`config.mk`:
```
export PLATFORM = sky130hd
export DESIGN_NAME = bcpm_regs
export DESIGN_NICKNAME = d
export VERILOG_FILES = /design/src/bcpm_pkg.sv /design/src/bcpm_dec_if.sv /design/src/bcpm_fwd_dec.sv /design/src/bcpm_regs.sv
export VERILOG_INCLUDE_DIRS = /design/src
export SDC_FILE = /design/constraint.sdc
export NUM_CORES = 1
export LEC_CHECK = 0
export BUFFER_PORTS_ARGS = -buffer_cell sky130_fd_sc_hd__buf_2
export CORE_ASPECT_RATIO = 0.75
export CORE_UTILIZATION = 39
export CTS_CLUSTER_SIZE = 24
export DETAILED_ROUTE_END_ITERATION = 10
export PLACE_DENSITY = 0.92
export SYNTH_ARGS = -nofsm -noshare
export SYNTH_HDL_FRONTEND = slang
export SYNTH_SLANG_ARGS = --single-unit
```
`constraint.sdc`:
```
create_clock -name ref_clk_i -period 1.6 [get_ports ref_clk_i]
set_input_delay 0.32 -clock ref_clk_i [delete_from_list [all_inputs] [get_ports ref_clk_i]]
set_output_delay 0.32 -clock ref_clk_i [all_outputs]
set_load 0.01 [all_outputs]
```
`src/bcpm_defines.svh`:
```
// Constants for the bridge control and power management capability registers.
// Behaviour
// - Control bit 16 enables poisoned packet detection.
// - Control bit 17 gates secondary error message forwarding.
// - ISA bit limits I/O to top 768 bytes.
// - VGA bit forwards legacy video memory range.
// - VGA I/O ranges 3B0-3BBh and 3C0-3DFh forwarded.
// - Control bit 20 selects 10 or 16-bit decode.
// - Downstream bit 22 asserts own port reset.
// - Upstream bit 22 resets all downstream ports.
// - Bits 21 and 23-27 read zero always.
// - Capability ID low byte reads 01h.
// - Next pointer 5Ch upstream, 4Ch downstream.
// - Bits 18:16 read 011b for revision.
// - Bit 21 defaults zero, loadable.
// - Auxiliary current bits 24:22 default 111b, loadable.
// - D1 and D2 support bits default one.
// - Bits 31:27 default 11111b, loadable.
`ifndef BCPM_DEFINES_SVH
`define BCPM_DEFINES_SVH

`define BCPM_ADDR_W      8
`define BCPM_OFS_BRCTL   8'h3C
`define BCPM_OFS_PMCAP   8'h40

`define BCPM_BIT_PERR    16
`define BCPM_BIT_ERR_FWD 17
`define BCPM_BIT_ISA     18
`define BCPM_BIT_VGA     19
`define BCPM_BIT_VGA16   20
`define BCPM_BIT_SBR     22
`define BCPM_CTL_LANE    2

`define BCPM_CAP_ID      8'h01
`define BCPM_NXT_UP      8'h5C
`define BCPM_NXT_DN      8'h4C
`define BCPM_PM_REV      3'h3
`define BCPM_LD_W        11
`define BCPM_LD_RST      11'h7FE
`define BCPM_LD_LSB      21
`define BCPM_LD_MSB      31
`define BCPM_ID_MSB      7
`define BCPM_NXT_LSB     8
`define BCPM_NXT_MSB     15
`define BCPM_REV_LSB     16
`define BCPM_REV_MSB     18

`define BCPM_VGA_IO0_LO  10'h3B0
`define BCPM_VGA_IO0_HI  10'h3BB
`define BCPM_VGA_IO1_LO  10'h3C0
`define BCPM_VGA_IO1_HI  10'h3DF
`define BCPM_IO_LO_W     10
`define BCPM_IO_64K_LSB  16
`define BCPM_ISA_SEL_LSB 8
`define BCPM_VGA_MEM_LO  32'h000A_0000
`define BCPM_VGA_MEM_HI  32'h000B_FFFF

`endif

```
`src/bcpm_pkg.sv`:
```
// Types shared by the bridge control and power management logic.
package bcpm_pkg;

  typedef enum logic [0:0] {
    BCPM_ROLE_DOWN = 1'b0,
    BCPM_ROLE_UP   = 1'b1
  } bcpm_role_e;

  typedef enum logic [1:0] {
    BCPM_ERR_COR      = 2'h0,
    BCPM_ERR_NONFATAL = 2'h1,
    BCPM_ERR_FATAL    = 2'h3
  } bcpm_err_e;

  typedef struct packed {
    logic vga16_en;
    logic vga_en;
    logic isa_en;
  } bcpm_dec_ctl_s;

endpackage

```
`src/bcpm_dec_if.sv`:
```
// Carrier between the register bank and the address forwarding decoder.
`timescale 1ns/10ps
interface bcpm_dec_if;
  bcpm_pkg::bcpm_dec_ctl_s ctl;
  logic [31:0]             io_addr;
  logic                    io_in_win;
  logic [31:0]             mem_addr;
  logic                    io_fwd;
  logic                    vga_io_hit;
  logic                    vga_mem_hit;

  modport regs (
    output ctl,
    output io_addr,
    output io_in_win,
    output mem_addr,
    input  io_fwd,
    input  vga_io_hit,
    input  vga_mem_hit
  );

  modport dec (
    input  ctl,
    input  io_addr,
    input  io_in_win,
    input  mem_addr,
    output io_fwd,
    output vga_io_hit,
    output vga_mem_hit
  );
endinterface

```
`src/bcpm_fwd_dec.sv`:
```
// Address decoder for ISA limited I/O and legacy video forwarding.
`timescale 1ns/10ps
`include "bcpm_defines.svh"
module bcpm_fwd_dec (
  // Decode carrier
  bcpm_dec_if.dec d
);

  logic                     first_64k;
  logic                     isa_ok;
  logic [`BCPM_IO_LO_W-1:0] lo10;
  logic                     vga_io_rng;
  logic                     upper_ok;

  always_comb begin
    first_64k  = (d.io_addr[31:`BCPM_IO_64K_LSB] == 16'h0000);
    lo10       = d.io_addr[`BCPM_IO_LO_W-1:0];
    // Top 768 bytes of each 1KB block have a nonzero bits 9:8.
    isa_ok     = !d.ctl.isa_en ||
                 (first_64k && (d.io_addr[`BCPM_IO_LO_W-1:`BCPM_ISA_SEL_LSB] != 2'h0));
    vga_io_rng = ((lo10 >= `BCPM_VGA_IO0_LO) && (lo10 <= `BCPM_VGA_IO0_HI)) ||
                 ((lo10 >= `BCPM_VGA_IO1_LO) && (lo10 <= `BCPM_VGA_IO1_HI));
    upper_ok   = !d.ctl.vga16_en ||
                 (d.io_addr[`BCPM_IO_64K_LSB-1:`BCPM_IO_LO_W] == 6'h00);
    d.vga_io_hit  = d.ctl.vga_en && first_64k && vga_io_rng && upper_ok;
    d.vga_mem_hit = d.ctl.vga_en && (d.mem_addr >= `BCPM_VGA_MEM_LO) &&
                    (d.mem_addr <= `BCPM_VGA_MEM_HI);
    d.io_fwd      = (d.io_in_win && isa_ok) || d.vga_io_hit;
  end

endmodule

```
`src/bcpm_regs.sv`:
```
// Bridge control and power management capability registers of one switch port.
`timescale 1ns/10ps
`include "bcpm_defines.svh"
module bcpm_regs #(
  parameter int PORT_COUNT = 2,
  parameter int OWN_PORT   = 0
) (
  // Clock, reset and enable
  input  wire logic                     ref_clk_i,
  input  wire logic                     reset_i,
  input  wire logic                     ce_i,
  // Port role strap, one when this is the upstream port
  input  wire logic                     is_upstream_i,
  // Configuration requests from the upstream link
  input  wire logic                     cfg_req_i,
  input  wire logic                     cfg_we_i,
  input  wire logic [`BCPM_ADDR_W-1:0]  cfg_addr_i,
  input  wire logic [3:0]               cfg_be_i,
  input  wire logic [31:0]              cfg_wdata_i,
  output logic                          cfg_ack_o,
  output logic [31:0]                   cfg_rdata_o,
  // Management bus or EEPROM load of capability bits 31:21
  input  wire logic                     cap_ld_we_i,
  input  wire logic [`BCPM_LD_W-1:0]    cap_ld_data_i,
  // Secondary side poisoned packets and error messages
  input  wire logic                     poison_i,
  input  wire logic                     err_msg_valid_i,
  input  wire bcpm_pkg::bcpm_err_e      err_msg_type_i,
  output logic                          poison_det_o,
  output logic                          err_fwd_o,
  output bcpm_pkg::bcpm_err_e           err_fwd_type_o,
  // Address forwarding decode
  input  wire logic                     dec_req_i,
  input  wire logic [31:0]              io_addr_i,
  input  wire logic                     io_in_win_i,
  input  wire logic [31:0]              mem_addr_i,
  output logic                          dec_ack_o,
  output logic                          io_fwd_o,
  output logic                          vga_io_fwd_o,
  output logic                          vga_mem_fwd_o,
  // Hot reset
  output logic                          hot_reset_o,
  output logic [PORT_COUNT-1:0]         port_rst_n_o
);

  generate
    if (PORT_COUNT < 1 || OWN_PORT < 0 || OWN_PORT >= PORT_COUNT) begin : g_chk
      $error("bcpm_regs: OWN_PORT must index one of PORT_COUNT ports");
    end
  endgenerate

  // Control and state registers.
  logic                     strap_done_ff;
  bcpm_pkg::bcpm_role_e     role_ff;
  logic                     perr_en_ff;
  logic                     err_fwd_en_ff;
  logic                     isa_en_ff;
  logic                     vga_en_ff;
  logic                     vga16_ff;
  logic                     sbr_ff;
  logic [`BCPM_LD_W-1:0]    cap_ld_ff;

  // Read assembly.
  logic [31:0]              brctl_rd;
  logic [31:0]              pmcap_rd;
  logic [7:0]               nxt_ptr;
  logic [31:0]              nxt_rdata;
  logic                     ctl_wr;

  // Decoder carrier.
  bcpm_dec_if dec_bus ();

  bcpm_fwd_dec bcpm_fwd_dec_inst (
    .d (dec_bus)
  );

  assign dec_bus.ctl.isa_en   = isa_en_ff;
  assign dec_bus.ctl.vga_en   = vga_en_ff;
  assign dec_bus.ctl.vga16_en = vga16_ff;
  assign dec_bus.io_addr      = io_addr_i;
  assign dec_bus.io_in_win    = io_in_win_i;
  assign dec_bus.mem_addr     = mem_addr_i;

  // The role strap is caught on the first enabled edge after reset release.
  always_ff @(posedge ref_clk_i or posedge reset_i) begin
    if (reset_i) begin
      strap_done_ff <= 1'b0;
    end else if (ce_i) begin
      strap_done_ff <= 1'b1;
    end
  end

  always_ff @(posedge ref_clk_i or posedge reset_i) begin
    if (reset_i) begin
      role_ff <= bcpm_pkg::BCPM_ROLE_DOWN;
    end else if (ce_i && !strap_done_ff) begin
      role_ff <= is_upstream_i ? bcpm_pkg::BCPM_ROLE_UP : bcpm_pkg::BCPM_ROLE_DOWN;
    end
  end

  // Only lane 2 of the control word holds writable bits.
  assign ctl_wr = ce_i && cfg_req_i && cfg_we_i && (cfg_addr_i == `BCPM_OFS_BRCTL) &&
                  cfg_be_i[`BCPM_CTL_LANE];

  // Writable bridge control bits; all reset to zero.
  always_ff @(posedge ref_clk_i or posedge reset_i) begin
    if (reset_i) begin
      perr_en_ff <= 1'b0;
    end else if (ctl_wr) begin
      perr_en_ff <= cfg_wdata_i[`BCPM_BIT_PERR];
    end
  end

  always_ff @(posedge ref_clk_i or posedge reset_i) begin
    if (reset_i) begin
      err_fwd_en_ff <= 1'b0;
    end else if (ctl_wr) begin
      err_fwd_en_ff <= cfg_wdata_i[`BCPM_BIT_ERR_FWD];
    end
  end

  always_ff @(posedge ref_clk_i or posedge reset_i) begin
    if (reset_i) begin
      isa_en_ff <= 1'b0;
      vga_en_ff <= 1'b0;
      vga16_ff  <= 1'b0;
    end else if (ctl_wr) begin
      isa_en_ff <= cfg_wdata_i[`BCPM_BIT_ISA];
      vga_en_ff <= cfg_wdata_i[`BCPM_BIT_VGA];
      vga16_ff  <= cfg_wdata_i[`BCPM_BIT_VGA16];
    end
  end

  always_ff @(posedge ref_clk_i or posedge reset_i) begin
    if (reset_i) begin
      sbr_ff <= 1'b0;
    end else if (ctl_wr) begin
      sbr_ff <= cfg_wdata_i[`BCPM_BIT_SBR];
    end
  end

  // Loadable capability defaults, replaced by management bus or EEPROM.
  always_ff @(posedge ref_clk_i or posedge reset_i) begin
    if (reset_i) begin
      cap_ld_ff <= `BCPM_LD_RST;
    end else if (ce_i && cap_ld_we_i) begin
      cap_ld_ff <= cap_ld_data_i;
    end
  end

  // Read values of both registers.
  always_comb begin
    brctl_rd = 32'h0000_0000;
    brctl_rd[`BCPM_BIT_PERR]  = perr_en_ff;
    brctl_rd[`BCPM_BIT_ERR_FWD] = err_fwd_en_ff;
    brctl_rd[`BCPM_BIT_ISA]   = isa_en_ff;
    brctl_rd[`BCPM_BIT_VGA]   = vga_en_ff;
    brctl_rd[`BCPM_BIT_VGA16] = vga16_ff;
    brctl_rd[`BCPM_BIT_SBR]   = sbr_ff;
  end

  always_comb begin
    nxt_ptr = (role_ff == bcpm_pkg::BCPM_ROLE_UP) ? `BCPM_NXT_UP : `BCPM_NXT_DN;
    pmcap_rd = 32'h0000_0000;
    pmcap_rd[`BCPM_ID_MSB:0]                 = `BCPM_CAP_ID;
    pmcap_rd[`BCPM_NXT_MSB:`BCPM_NXT_LSB]    = nxt_ptr;
    pmcap_rd[`BCPM_REV_MSB:`BCPM_REV_LSB]    = `BCPM_PM_REV;
    pmcap_rd[`BCPM_LD_MSB:`BCPM_LD_LSB]      = cap_ld_ff;
  end

  // Unmapped offsets read as zero; every request is answered.
  always_comb begin
    case (cfg_addr_i)
      `BCPM_OFS_BRCTL: nxt_rdata = brctl_rd;
      `BCPM_OFS_PMCAP: nxt_rdata = pmcap_rd;
      default:         nxt_rdata = 32'h0000_0000;
    endcase
  end

  // Configuration answer one cycle after each request.
  always_ff @(posedge ref_clk_i or posedge reset_i) begin
    if (reset_i) begin
      cfg_ack_o   <= 1'b0;
      cfg_rdata_o <= 32'h0000_0000;
    end else if (ce_i) begin
      cfg_ack_o <= cfg_req_i;
      if (cfg_req_i && !cfg_we_i) begin
        cfg_rdata_o <= nxt_rdata;
      end
    end
  end

  // Poisoned packets are reported only when detection is enabled.
  always_ff @(posedge ref_clk_i or posedge reset_i) begin
    if (reset_i) begin
      poison_det_o <= 1'b0;
    end else if (ce_i) begin
      poison_det_o <= poison_i && perr_en_ff;
    end
  end

  // Error messages pass to the primary side only when forwarding is enabled.
  always_ff @(posedge ref_clk_i or posedge reset_i) begin
    if (reset_i) begin
      err_fwd_o      <= 1'b0;
      err_fwd_type_o <= bcpm_pkg::BCPM_ERR_COR;
    end else if (ce_i) begin
      err_fwd_o <= err_msg_valid_i && err_fwd_en_ff;
      if (err_msg_valid_i && err_fwd_en_ff) begin
        err_fwd_type_o <= err_msg_type_i;
      end
    end
  end

  // Forwarding decisions are registered one cycle after the request.
  always_ff @(posedge ref_clk_i or posedge reset_i) begin
    if (reset_i) begin
      dec_ack_o     <= 1'b0;
      io_fwd_o      <= 1'b0;
      vga_io_fwd_o  <= 1'b0;
      vga_mem_fwd_o <= 1'b0;
    end else if (ce_i) begin
      dec_ack_o <= dec_req_i;
      if (dec_req_i) begin
        io_fwd_o      <= dec_bus.io_fwd;
        vga_io_fwd_o  <= dec_bus.vga_io_hit;
        vga_mem_fwd_o <= dec_bus.vga_mem_hit;
      end
    end
  end

  // Hot reset of this port's link follows the reset bit.
  always_ff @(posedge ref_clk_i or posedge reset_i) begin
    if (reset_i) begin
      hot_reset_o <= 1'b0;
    end else if (ce_i) begin
      hot_reset_o <= sbr_ff;
    end
  end

  // Per-port reset outputs, active low.
  genvar gp;
  generate
    for (gp = 0; gp < PORT_COUNT; gp++) begin : g_port_rst
      always_ff @(posedge ref_clk_i or posedge reset_i) begin
        if (reset_i) begin
          port_rst_n_o[gp] <= 1'b1;
        end else if (ce_i) begin
          if (role_ff == bcpm_pkg::BCPM_ROLE_UP) begin
            port_rst_n_o[gp] <= !sbr_ff;
          end else if (gp == OWN_PORT) begin
            port_rst_n_o[gp] <= !sbr_ff;
          end else begin
            port_rst_n_o[gp] <= 1'b1;
          end
        end
      end
    end
  endgenerate

endmodule

```
### After elaboration in Yosys (flattened, before gate mapping)

Index checks and enable logic that the tools add are counted.

* input bits: 132
* flip-flop bits (word level): 63
* word-level logic and storage cells: 66
* output and inout port bits: 44

* equality and inequality tests: 2
* order comparisons: 6
* mux-type cells: 4
* reduce and logical (&&, ||, !) cells: 33

Operators by type and width (count)
* case mux 32 bit (2 select lines): 1
* >= comparator 32 x 20 -> 1 bit (second input constant): 1
* less-or-equal comparator 32 x 20 -> 1 bit (second input constant): 1
* >= comparator 10 bit (second input constant): 2
* less-or-equal comparator 10 bit (second input constant): 2
* logical AND 1 bit: 18
* zero test 16 bit: 1
* == test 8 x 6 -> 1 bit (second input constant): 1
* == test 8 x 7 -> 1 bit (second input constant): 1
* zero test 6 bit: 1
* AND reduction 2 bit: 3
* zero test 1 bit: 5
* 2-to-1 mux 5 bit: 1
* logical OR 1 bit: 4
* 2-to-1 mux 1 bit: 2
* nonzero test 2 bit: 1

### Longest topological paths before layout

Gate-level depths: netlist of the first run.

* word-level depth: 6
* depth in mapped cells: 6
* gate-level depth less buffers: 4

### By module

From an unflattened synthesis of the first run, not the netlist that was laid out.

* cell total of the unflattened synthesis: 159
* area, all modules: 2187.1 µm²

By module, submodules not included
* bcpm_regs: times used 1, sequential area each 1241.2 µm², cells an instance 139, area an instance 2029.4 µm²
* bcpm_fwd_dec: times used 1, sequential area each 0.0 µm², cells an instance 20, area an instance 157.7 µm²

### Worst setup path after synthesis of the first run

No wires, ideal clock.

* path kind: input to register
* start: in cfg_addr_i[7]
* end: reg err_fwd_en_ff
* arrival: 1459 ps
* setup time: 125 ps
* required time: 1475 ps
* stages on the path: 3
* slack: 17 ps
* buffers on the path: 0
* cell sequence: or3_4 -> nor4_4 -> mux2_2

* longest elaborated chain between the ends: 3

Ends and longest elaborated chain
* from (decl): RTL line bcpm_regs.sv:17 `` input wire logic [`BCPM_ADDR_W-1:0] cfg_addr_i, ``
* == test 8 x 6 -> 1 bit
* logical AND 1 bit (2 in series): RTL line bcpm_regs.sv:102 `` assign ctl_wr = ce_i && cfg_req_i && cfg_we_i && (cfg_addr_i == `BCPM_OFS_BRCTL) && ``
* to (signal assigned): RTL line bcpm_regs.sv:118 `` err_fwd_en_ff <= cfg_wdata_i[`BCPM_BIT_ERR_FWD]; ``
* to (decl): RTL line bcpm_regs.sv:56 `logic err_fwd_en_ff;`

No other way between the ends.
A chain may end at the register's enable or synchronous reset.

### Worst setup path after layout of the first run

* start: in cfg_addr_i[7]
* end: reg vga_en_ff

* longest elaborated chain between the ends: 3

Ends and longest elaborated chain
* == test 8 x 6 -> 1 bit
* logical AND 1 bit (2 in series): RTL line bcpm_regs.sv:102
* to (signal assigned): RTL line bcpm_regs.sv:129 `` vga_en_ff <= cfg_wdata_i[`BCPM_BIT_VGA]; ``
* to (decl): RTL line bcpm_regs.sv:58 `logic vga_en_ff;`

No other way between the ends.

==> run_summary.xml, run 1 <==
<?xml version="1.0" encoding="UTF-8"?>
<metrics>
  <group name="finish">
    <metric name="antenna_cells_inserted" unit="">0</metric>
    <metric name="area_growth" unit="%">35.8</metric>
    <metric name="mostFrequentLayoutCells" unit="">sky130_fd_sc_hd__buf_2 (116), sky130_fd_sc_hd__dfrtp_1 (37), sky130_fd_sc_hd__mux2_2 (22), sky130_fd_sc_hd__a22o_1 (14), sky130_fd_sc_hd__dfstp_2 (12)</metric>
    <metric name="seq_area" unit="mm²">0.00124</metric>
    <metric name="total_number_of_nets_in_the_final_design" unit="">419</metric>
    <metric name="multi_input_area" unit="µm²">786</metric>
    <metric name="most_common_library_cell_in_the_layout_ignoring_fill_and_taps" unit="">sky130_fd_sc_hd__buf_2</metric>
    <metric name="final_area" unit="mm²">0.00291</metric>
    <metric name="layout-drive-gt1-share" unit="%">60.1</metric>
    <metric name="fillerInstances" unit="">466</metric>
  </group>
  <group name="logic_synthesis">
    <metric name="ys_ff_latch" unit="">49</metric>
    <metric name="post_synth_mux_area_share" unit="%">11.6</metric>
    <metric name="synth.yosys.warnings" unit="">0</metric>
    <metric name="syn-mean-instance-area" unit="µm²">13.0</metric>
    <metric name="yosys.cell_types.count" unit="">34</metric>
    <metric name="synth-edff-count" unit="">0</metric>
    <metric name="synth-compound-area-share" unit="%">11.0</metric>
    <metric name="post_synth_xor_area_fraction" unit="%">0</metric>
    <metric name="fraction_of_synthesis_flops_using_an_asynchronous_set_or_reset_pin" unit="%">100</metric>
    <metric name="primary_ff_master_synth" unit="">sky130_fd_sc_hd__dfrtp_1</metric>
    <metric name="synth_seq_area_share" unit="%">58.0</metric>
    <metric name="post_synth_instance_area" unit="mm²">0.00214</metric>
    <metric name="synthSimpleGateAreaFrac" unit="%">12.2</metric>
    <metric name="main_combinational_cell_family_by_area_after_synthesis" unit="">simple AND/OR/NAND/NOR gates</metric>
    <metric name="synthesis.instances" unit="">165</metric>
    <metric name="synthAdderAreaFrac" unit="%">0</metric>
  </group>
  <group name="floorplan">
    <metric name="core_area" unit="mm²">0.00509</metric>
    <metric name="die_y" unit="µm">66.2</metric>
    <metric name="boundaryPins" unit="">176</metric>
    <metric name="core.rowCount" unit="">22</metric>
    <metric name="area_enclosed_by_the_die_boundary" unit="mm²">0.00579</metric>
    <metric name="die_w" unit="µm">87.6</metric>
    <metric name="initial_utilization" unit="%">42.0</metric>
  </group>
  <group name="setup_path">
    <metric name="cp_data_required_time" unit="ps">1790</metric>
    <metric name="timing.rr.start" unit="">vga_en_ff</metric>
    <metric name="worst_setup_path_startpoint" unit="">cfg_addr_i[7]</metric>
    <metric name="end_kind" unit="">flip-flop</metric>
    <metric name="timing.critical_path.from_type" unit="">primary input</metric>
    <metric name="top_fanout_value_on_the_critical_path" unit="">6</metric>
    <metric name="worst_setup_path_class" unit="">in -&gt; reg</metric>
    <metric name="worst_ep_arrival_time" unit="ps">1590</metric>
  </group>
  <group name="routing">
    <metric name="route.met3.wl" unit="µm">272</metric>
    <metric name="vias" unit="">1724</metric>
    <metric name="wl_met1" unit="mm">2.07</metric>
    <metric name="wl" unit="mm">4.91</metric>
    <metric name="avgViaCountPerCell" unit="">4.79</metric>
    <metric name="ant_nets" unit="">0</metric>
    <metric name="drc" unit="">0</metric>
    <metric name="post_drt_wl_per_cell" unit="µm">13.6</metric>
    <metric name="routed-wl-met2" unit="mm">2.54</metric>
    <metric name="drt_first_iter_violations" unit="">40</metric>
    <metric name="drtPass1Iterations" unit="">4</metric>
    <metric name="top_signal_layer_used" unit="">met4</metric>
  </group>
  <group name="outcome">
    <metric name="run_status" unit="">complete, no violations</metric>
  </group>
  <group name="global_routing">
    <metric name="globalRouteTotalUtil" unit="%">18.7</metric>
    <metric name="grt_max_degree" unit="">50</metric>
    <metric name="global_route_wire_length_before_repair" unit="mm">8.05</metric>
    <metric name="global_route_total_overflow" unit="">0</metric>
    <metric name="first_global_vias" unit="">1753</metric>
    <metric name="antenna_found_initial" unit="">0</metric>
  </group>
  <group name="worst_hold_path">
    <metric name="worstHoldPathType" unit="">in -&gt; async</metric>
  </group>
  <group name="place">
    <metric name="placement.io_buffers" unit="">116</metric>
    <metric name="place.detailed.hpwl" unit="mm">3.85</metric>
    <metric name="placement.setup.worst_slack" unit="ps">-113</metric>
    <metric name="place_congestion" unit="">0.748</metric>
    <metric name="post_dp_cell_area" unit="mm²">0.00282</metric>
  </group>
  <group name="sta">
    <metric name="fin_worst_hold_slack" unit="ps">40.4</metric>
    <metric name="final_critical_path_setup_slack" unit="ps">201</metric>
    <metric name="finalMaxSlewViolations" unit="">0</metric>
    <metric name="finalSetupViolCount" unit="">0</metric>
    <metric name="unrepaired_setup_endpoints_after_global_routing" unit="">no</metric>
    <metric name="clock_skew" unit="ps">3.25</metric>
    <metric name="final_period_minus_worst_setup_slack" unit="ps">1400</metric>
    <metric name="maxClockFrequency" unit="MHz">715</metric>
    <metric name="final_min_period_over_clock_period" unit="%">87.5</metric>
    <metric name="final_hold_viol_count" unit="">0</metric>
  </group>
  <group name="clock_network">
    <metric name="post-cts-setup-buffer-count" unit="">0</metric>
    <metric name="cts_tree" unit="">done</metric>
    <metric name="clkSinkCount" unit="">49</metric>
    <metric name="cts.reportedPaths.clkPinSlew" unit="ps">90</metric>
    <metric name="cts.path.max_buffers" unit="">2</metric>
    <metric name="cts_root_buffer" unit="">sky130_fd_sc_hd__clkbuf_8</metric>
    <metric name="worstSkewPairLatency" unit="ps">300</metric>
    <metric name="numCtsBuffers" unit="">5</metric>
    <metric name="cts.hold.buffers_added" unit="">0</metric>
    <metric name="ctsHtreeMaxLevel" unit="">2</metric>
    <metric name="post_cts.resized_instances" unit="">0</metric>
  </group>
  <group name="job">
    <metric name="max-cap-violations" unit="">0</metric>
  </group>
  <group name="power_and_ir_drop">
    <metric name="leakagePower" unit="µW">0.00152</metric>
    <metric name="peakVddDrop" unit="mV">0.333</metric>
    <metric name="power_per_cell_area" unit="mW/mm²">807</metric>
    <metric name="power" unit="µW">2350</metric>
  </group>
</metrics>
## layer usage
metal	vias up	global-route usage (%)
li1	828	-
met1	823	22.1
met2	69	33.5
met3	4	4.37
met4	0	6.35
met5	-	0
## critical path, stage by stage
cell,delay [ps]
sky130_fd_sc_hd__buf_2,100
sky130_fd_sc_hd__or3_4,420
sky130_fd_sc_hd__nor4_4,220
sky130_fd_sc_hd__buf_4,200
sky130_fd_sc_hd__mux2_2,340
## stage by stage
stage	util, %	instances	setup TNS [ps]
2_1_floorplan	-	175	0
5_1_grt	57.1	360	0
3_3_place_gp	55.3	352	-547
6_report	57.1	360	0
3_5_place_dp	55.3	352	-652
4_1_cts	57.1	360	0
## final cells by class
class,count,area share (%)
clock buffers,5,2.37
clock inverters,3,0.731
inverters,4,0.516
multi-input cells,102,27.0
flip-flops and latches,49,42.7
well taps,72,3.10
repair buffers,125,23.6
## synthesized netlist by cell type (2+ instances only)
cell | n | area share (%)
sky130_fd_sc_hd__nand4_1 | 5 | 1.5
sky130_fd_sc_hd__o21ai_0 | 7 | 1.6
sky130_fd_sc_hd__buf_4 | 14 | 4.9
sky130_fd_sc_hd__a22o_1 | 14 | 5.7
sky130_fd_sc_hd__nand3_1 | 3 | 0.70
sky130_fd_sc_hd__dfrtp_1 | 37 | 43
sky130_fd_sc_hd__or4_1 | 2 | 0.70
sky130_fd_sc_hd__inv_1 | 4 | 0.70
sky130_fd_sc_hd__a31oi_1 | 3 | 0.88
sky130_fd_sc_hd__a21oi_1 | 2 | 0.47
sky130_fd_sc_hd__a221o_1 | 2 | 0.94
sky130_fd_sc_hd__dfstp_2 | 12 | 15
sky130_fd_sc_hd__nor2_1 | 3 | 0.53
sky130_fd_sc_hd__nor4b_1 | 3 | 1.2
sky130_fd_sc_hd__nor4_1 | 4 | 1.2
sky130_fd_sc_hd__nand2_1 | 7 | 1.2
sky130_fd_sc_hd__clkbuf_1 | 4 | 0.70
sky130_fd_sc_hd__nor4_4 | 2 | 2.0
sky130_fd_sc_hd__mux2_2 | 22 | 12
## final timing paths
path / end / slack (ps) / cells past startpoint
setup / recovery: vga_en_ff / 200 / 5
hold / removal: cfg_rdata_o[23] / 40 / 3
setup reg to reg: io_fwd_o / 520 / 4
hold reg to reg: port_rst_n_o[1] / 480 / 1
max in group asynchronous: cap_ld_ff[7] / 1280 / 3
min in group ref_clk_i: cap_ld_ff[3] / 240 / 2
## report_power, final
part	total [µW]	switching [µW]	internal [µW]
Sequential	1350	28.4	1320
Combinational	279	129	150
Clock	718	407	310
## cell families (layout without fill, tap and decap cells)
| group | count (synthesis) | after routing |
|---|---|---|
| other | 1 | 11 |
| muxes | 22 | 22 |
| and+or+nand+nor | 37 | 37 |
| AOI/OAI and AO/OA | 32 | 32 |
| buffers and inverters | 24 | 137 |
| DFF | 49 | 49 |
## state kept, by name, summed over array words and instances (netlist names), 2 cells and up
| signal | count |
|---|---|
| cap_ld_ff | 11 |
| port_rst_n_o | 2 |
| err_fwd_type_o | 2 |
| cfg_rdata_o | 18 |
Power figures use the tool's default switching activity.
==> run 2, diff against run 1 <==
- REMOVE_ABC_BUFFERS: default -> 1
==> run_summary.xml, run 2 (synthesized netlist as in run 1, its figures left out) <==
<?xml version="1.0" encoding="UTF-8"?>
<metrics>
  <group name="sta">
    <metric name="finalMaxSlewViolations" unit="">0</metric>
    <metric name="unrepaired_setup_endpoints_after_global_routing" unit="">no</metric>
    <metric name="fin_worst_hold_slack" unit="ps">48.7</metric>
    <metric name="clock_skew" unit="ps">5.07</metric>
    <metric name="maxClockFrequency" unit="MHz">708</metric>
    <metric name="final_critical_path_setup_slack" unit="ps">188</metric>
    <metric name="final_hold_viol_count" unit="">0</metric>
    <metric name="finalSetupViolCount" unit="">0</metric>
    <metric name="final_period_minus_worst_setup_slack" unit="ps">1410</metric>
    <metric name="final_min_period_over_clock_period" unit="%">88.2</metric>
  </group>
  <group name="clock_network">
    <metric name="cts.reportedPaths.clkPinSlew" unit="ps">90</metric>
    <metric name="post_cts.resized_instances" unit="">0</metric>
    <metric name="clkSinkCount" unit="">49</metric>
    <metric name="cts.path.max_buffers" unit="">2</metric>
    <metric name="cts_root_buffer" unit="">sky130_fd_sc_hd__clkbuf_8</metric>
    <metric name="worstSkewPairLatency" unit="ps">300</metric>
    <metric name="post-cts-setup-buffer-count" unit="">0</metric>
    <metric name="cts_tree" unit="">done</metric>
    <metric name="numCtsBuffers" unit="">5</metric>
    <metric name="cts.hold.buffers_added" unit="">0</metric>
    <metric name="ctsHtreeMaxLevel" unit="">2</metric>
  </group>
  <group name="finish">
    <metric name="area_growth" unit="%">36.5</metric>
    <metric name="fillerInstances" unit="">482</metric>
    <metric name="antenna_cells_inserted" unit="">0</metric>
    <metric name="largest_register_ffs" unit="">18</metric>
    <metric name="biggestRegsByFlops" unit="">cfg_rdata_o: 18 flops, cap_ld_ff: 11 flops</metric>
    <metric name="most_common_library_cell_in_the_layout_ignoring_fill_and_taps" unit="">sky130_fd_sc_hd__buf_2</metric>
    <metric name="post-route-util" unit="%">57.4</metric>
    <metric name="total_number_of_nets_in_the_final_design" unit="">423</metric>
    <metric name="register_with_the_most_flip_flops" unit="">cfg_rdata_o</metric>
    <metric name="final-instance-count-excl-fill" unit="">364</metric>
    <metric name="mostFrequentLayoutCells" unit="">sky130_fd_sc_hd__buf_2 (116), sky130_fd_sc_hd__dfrtp_1 (37), sky130_fd_sc_hd__mux2_2 (22), sky130_fd_sc_hd__a22o_1 (14), sky130_fd_sc_hd__dfstp_2 (12)</metric>
    <metric name="layout-drive-gt1-share" unit="%">60.3</metric>
  </group>
  <group name="setup_path">
    <metric name="worst_setup_path_class" unit="">in -&gt; reg</metric>
    <metric name="ff2ff_setup_slack" unit="ps">510</metric>
    <metric name="end_kind" unit="">flip-flop</metric>
    <metric name="top_fanout_value_on_the_critical_path" unit="">3</metric>
    <metric name="reg2regPathDepth" unit="">4</metric>
    <metric name="worst_ep_arrival_time" unit="ps">1590</metric>
    <metric name="cp_data_required_time" unit="ps">1780</metric>
    <metric name="timing.critical_path.from_type" unit="">primary input</metric>
    <metric name="timing.rr.start" unit="">vga_en_ff</metric>
    <metric name="regToRegEndpoint" unit="">io_fwd_o</metric>
  </group>
  <group name="routing">
    <metric name="drc" unit="">0</metric>
    <metric name="ant_nets" unit="">0</metric>
    <metric name="post_drt_wl_per_cell" unit="µm">13.3</metric>
    <metric name="avgViaCountPerCell" unit="">4.87</metric>
    <metric name="drtPass1Iterations" unit="">4</metric>
    <metric name="wl" unit="mm">4.84</metric>
    <metric name="vias" unit="">1771</metric>
    <metric name="drt_first_iter_violations" unit="">45</metric>
  </group>
  <group name="place">
    <metric name="place_congestion" unit="">0.764</metric>
    <metric name="placed_cells_incl_taps" unit="">356</metric>
    <metric name="place.detailed.hpwl" unit="mm">3.84</metric>
    <metric name="placement.io_buffers" unit="">116</metric>
    <metric name="placement.setup.worst_slack" unit="ps">-118</metric>
  </group>
  <group name="global_routing">
    <metric name="global_route_total_overflow" unit="">0</metric>
    <metric name="global_route_wire_length_before_repair" unit="mm">7.85</metric>
    <metric name="antenna_found_initial" unit="">0</metric>
    <metric name="grt_max_degree" unit="">50</metric>
    <metric name="first_global_vias" unit="">1693</metric>
    <metric name="globalRouteTotalUtil" unit="%">18.2</metric>
  </group>
  <group name="power_and_ir_drop">
    <metric name="p_sw" unit="µW">559</metric>
    <metric name="cellInternalPower" unit="µW">1780</metric>
    <metric name="pwr-share-clk" unit="%">30.3</metric>
    <metric name="power.share.sequential" unit="%">57.8</metric>
    <metric name="power" unit="µW">2340</metric>
    <metric name="leakagePower" unit="µW">0.00152</metric>
    <metric name="power.switching_fraction" unit="%">23.9</metric>
    <metric name="power.combinational.fraction" unit="%">11.9</metric>
    <metric name="peakVddDrop" unit="mV">0.367</metric>
    <metric name="power_per_cell_area" unit="mW/mm²">800</metric>
  </group>
  <group name="floorplan">
    <metric name="core.rowCount" unit="">22</metric>
    <metric name="die_w" unit="µm">87.6</metric>
    <metric name="die_y" unit="µm">66.2</metric>
    <metric name="area_enclosed_by_the_die_boundary" unit="mm²">0.00579</metric>
    <metric name="boundaryPins" unit="">176</metric>
    <metric name="core_area" unit="mm²">0.00509</metric>
    <metric name="initial_utilization" unit="%">42.0</metric>
  </group>
  <group name="job">
    <metric name="max-cap-violations" unit="">0</metric>
  </group>
  <group name="worst_hold_path">
    <metric name="worstHoldPathType" unit="">in -&gt; async</metric>
  </group>
  <group name="outcome">
    <metric name="run_status" unit="">complete, no violations</metric>
  </group>
</metrics>
-- run 2: worst max-delay path by stage --
stage,depth (start not counted),start,endpoint,slack (ps)
after floorplan,4,cfg_we_i,cfg_rdata_o[22],-130
after global placement,5,cfg_addr_i[7],perr_en_ff,-110
after detailed placement,5,cfg_addr_i[7],sbr_ff,-120
after CTS,5,cfg_addr_i[7],vga_en_ff,200
after global routing,5,cfg_addr_i[7],vga_en_ff,170
final,5,cfg_addr_i[7],vga_en_ff,190
-- run 2: area by class of cell --
class	count	area, µm²	share of cell area [%]
Clock buffer	6	72.6	2.48
Timing Repair Buffer	129	703	24.1
Sequential cell	49	1240	42.5
Inverter	4	15.0	0.514
Multi-Input combinational cell	102	786	26.9
Tap cell	72	90.1	3.08
Clock inverter	2	15.0	0.514
-- run 2: per-layer routing --
| metal | vias to the layer above | share of wire [%] | GRT usage, % |
|---|---|---|---|
| met3 | 2 | 5.0 | 3.50 |
| met2 | 74 | 50 | 31.4 |
| met5 | - | 0 | 0 |
| li1 | 836 | - | - |
| met4 | 0 | 0.60 | 5.53 |
| met1 | 859 | 45 | 23.0 |
-- run 2: critical path: stages --
cell                     delay (ps)
sky130_fd_sc_hd__buf_2           90
sky130_fd_sc_hd__or3_4          410
sky130_fd_sc_hd__nor4_4         260
sky130_fd_sc_hd__buf_4          180
sky130_fd_sc_hd__mux2_2         330
-- run 2: power by group through the flow --
| stage | Combinational [µW] | Sequential [µW] | Clock [µW] |
|---|---|---|---|
| 2_1_floorplan | 113 | 1370 | 0 |
| 3_3_place_gp | 273 | 1370 | 0 |
| 3_5_place_dp | 282 | 1370 | 0 |
| 4_1_cts | 283 | 1350 | 726 |
| 5_1_grt | 307 | 1360 | 786 |
| 6_report | 279 | 1350 | 709 |
-- run 2: metrics by stage --
step	area (µm²)	TNS [ps]
after floorplan	2040	-1740
after global placement	2840	-1090
after detailed placement	2840	-1660
after CTS	2920	0
after global routing	2920	0
final	2920	0
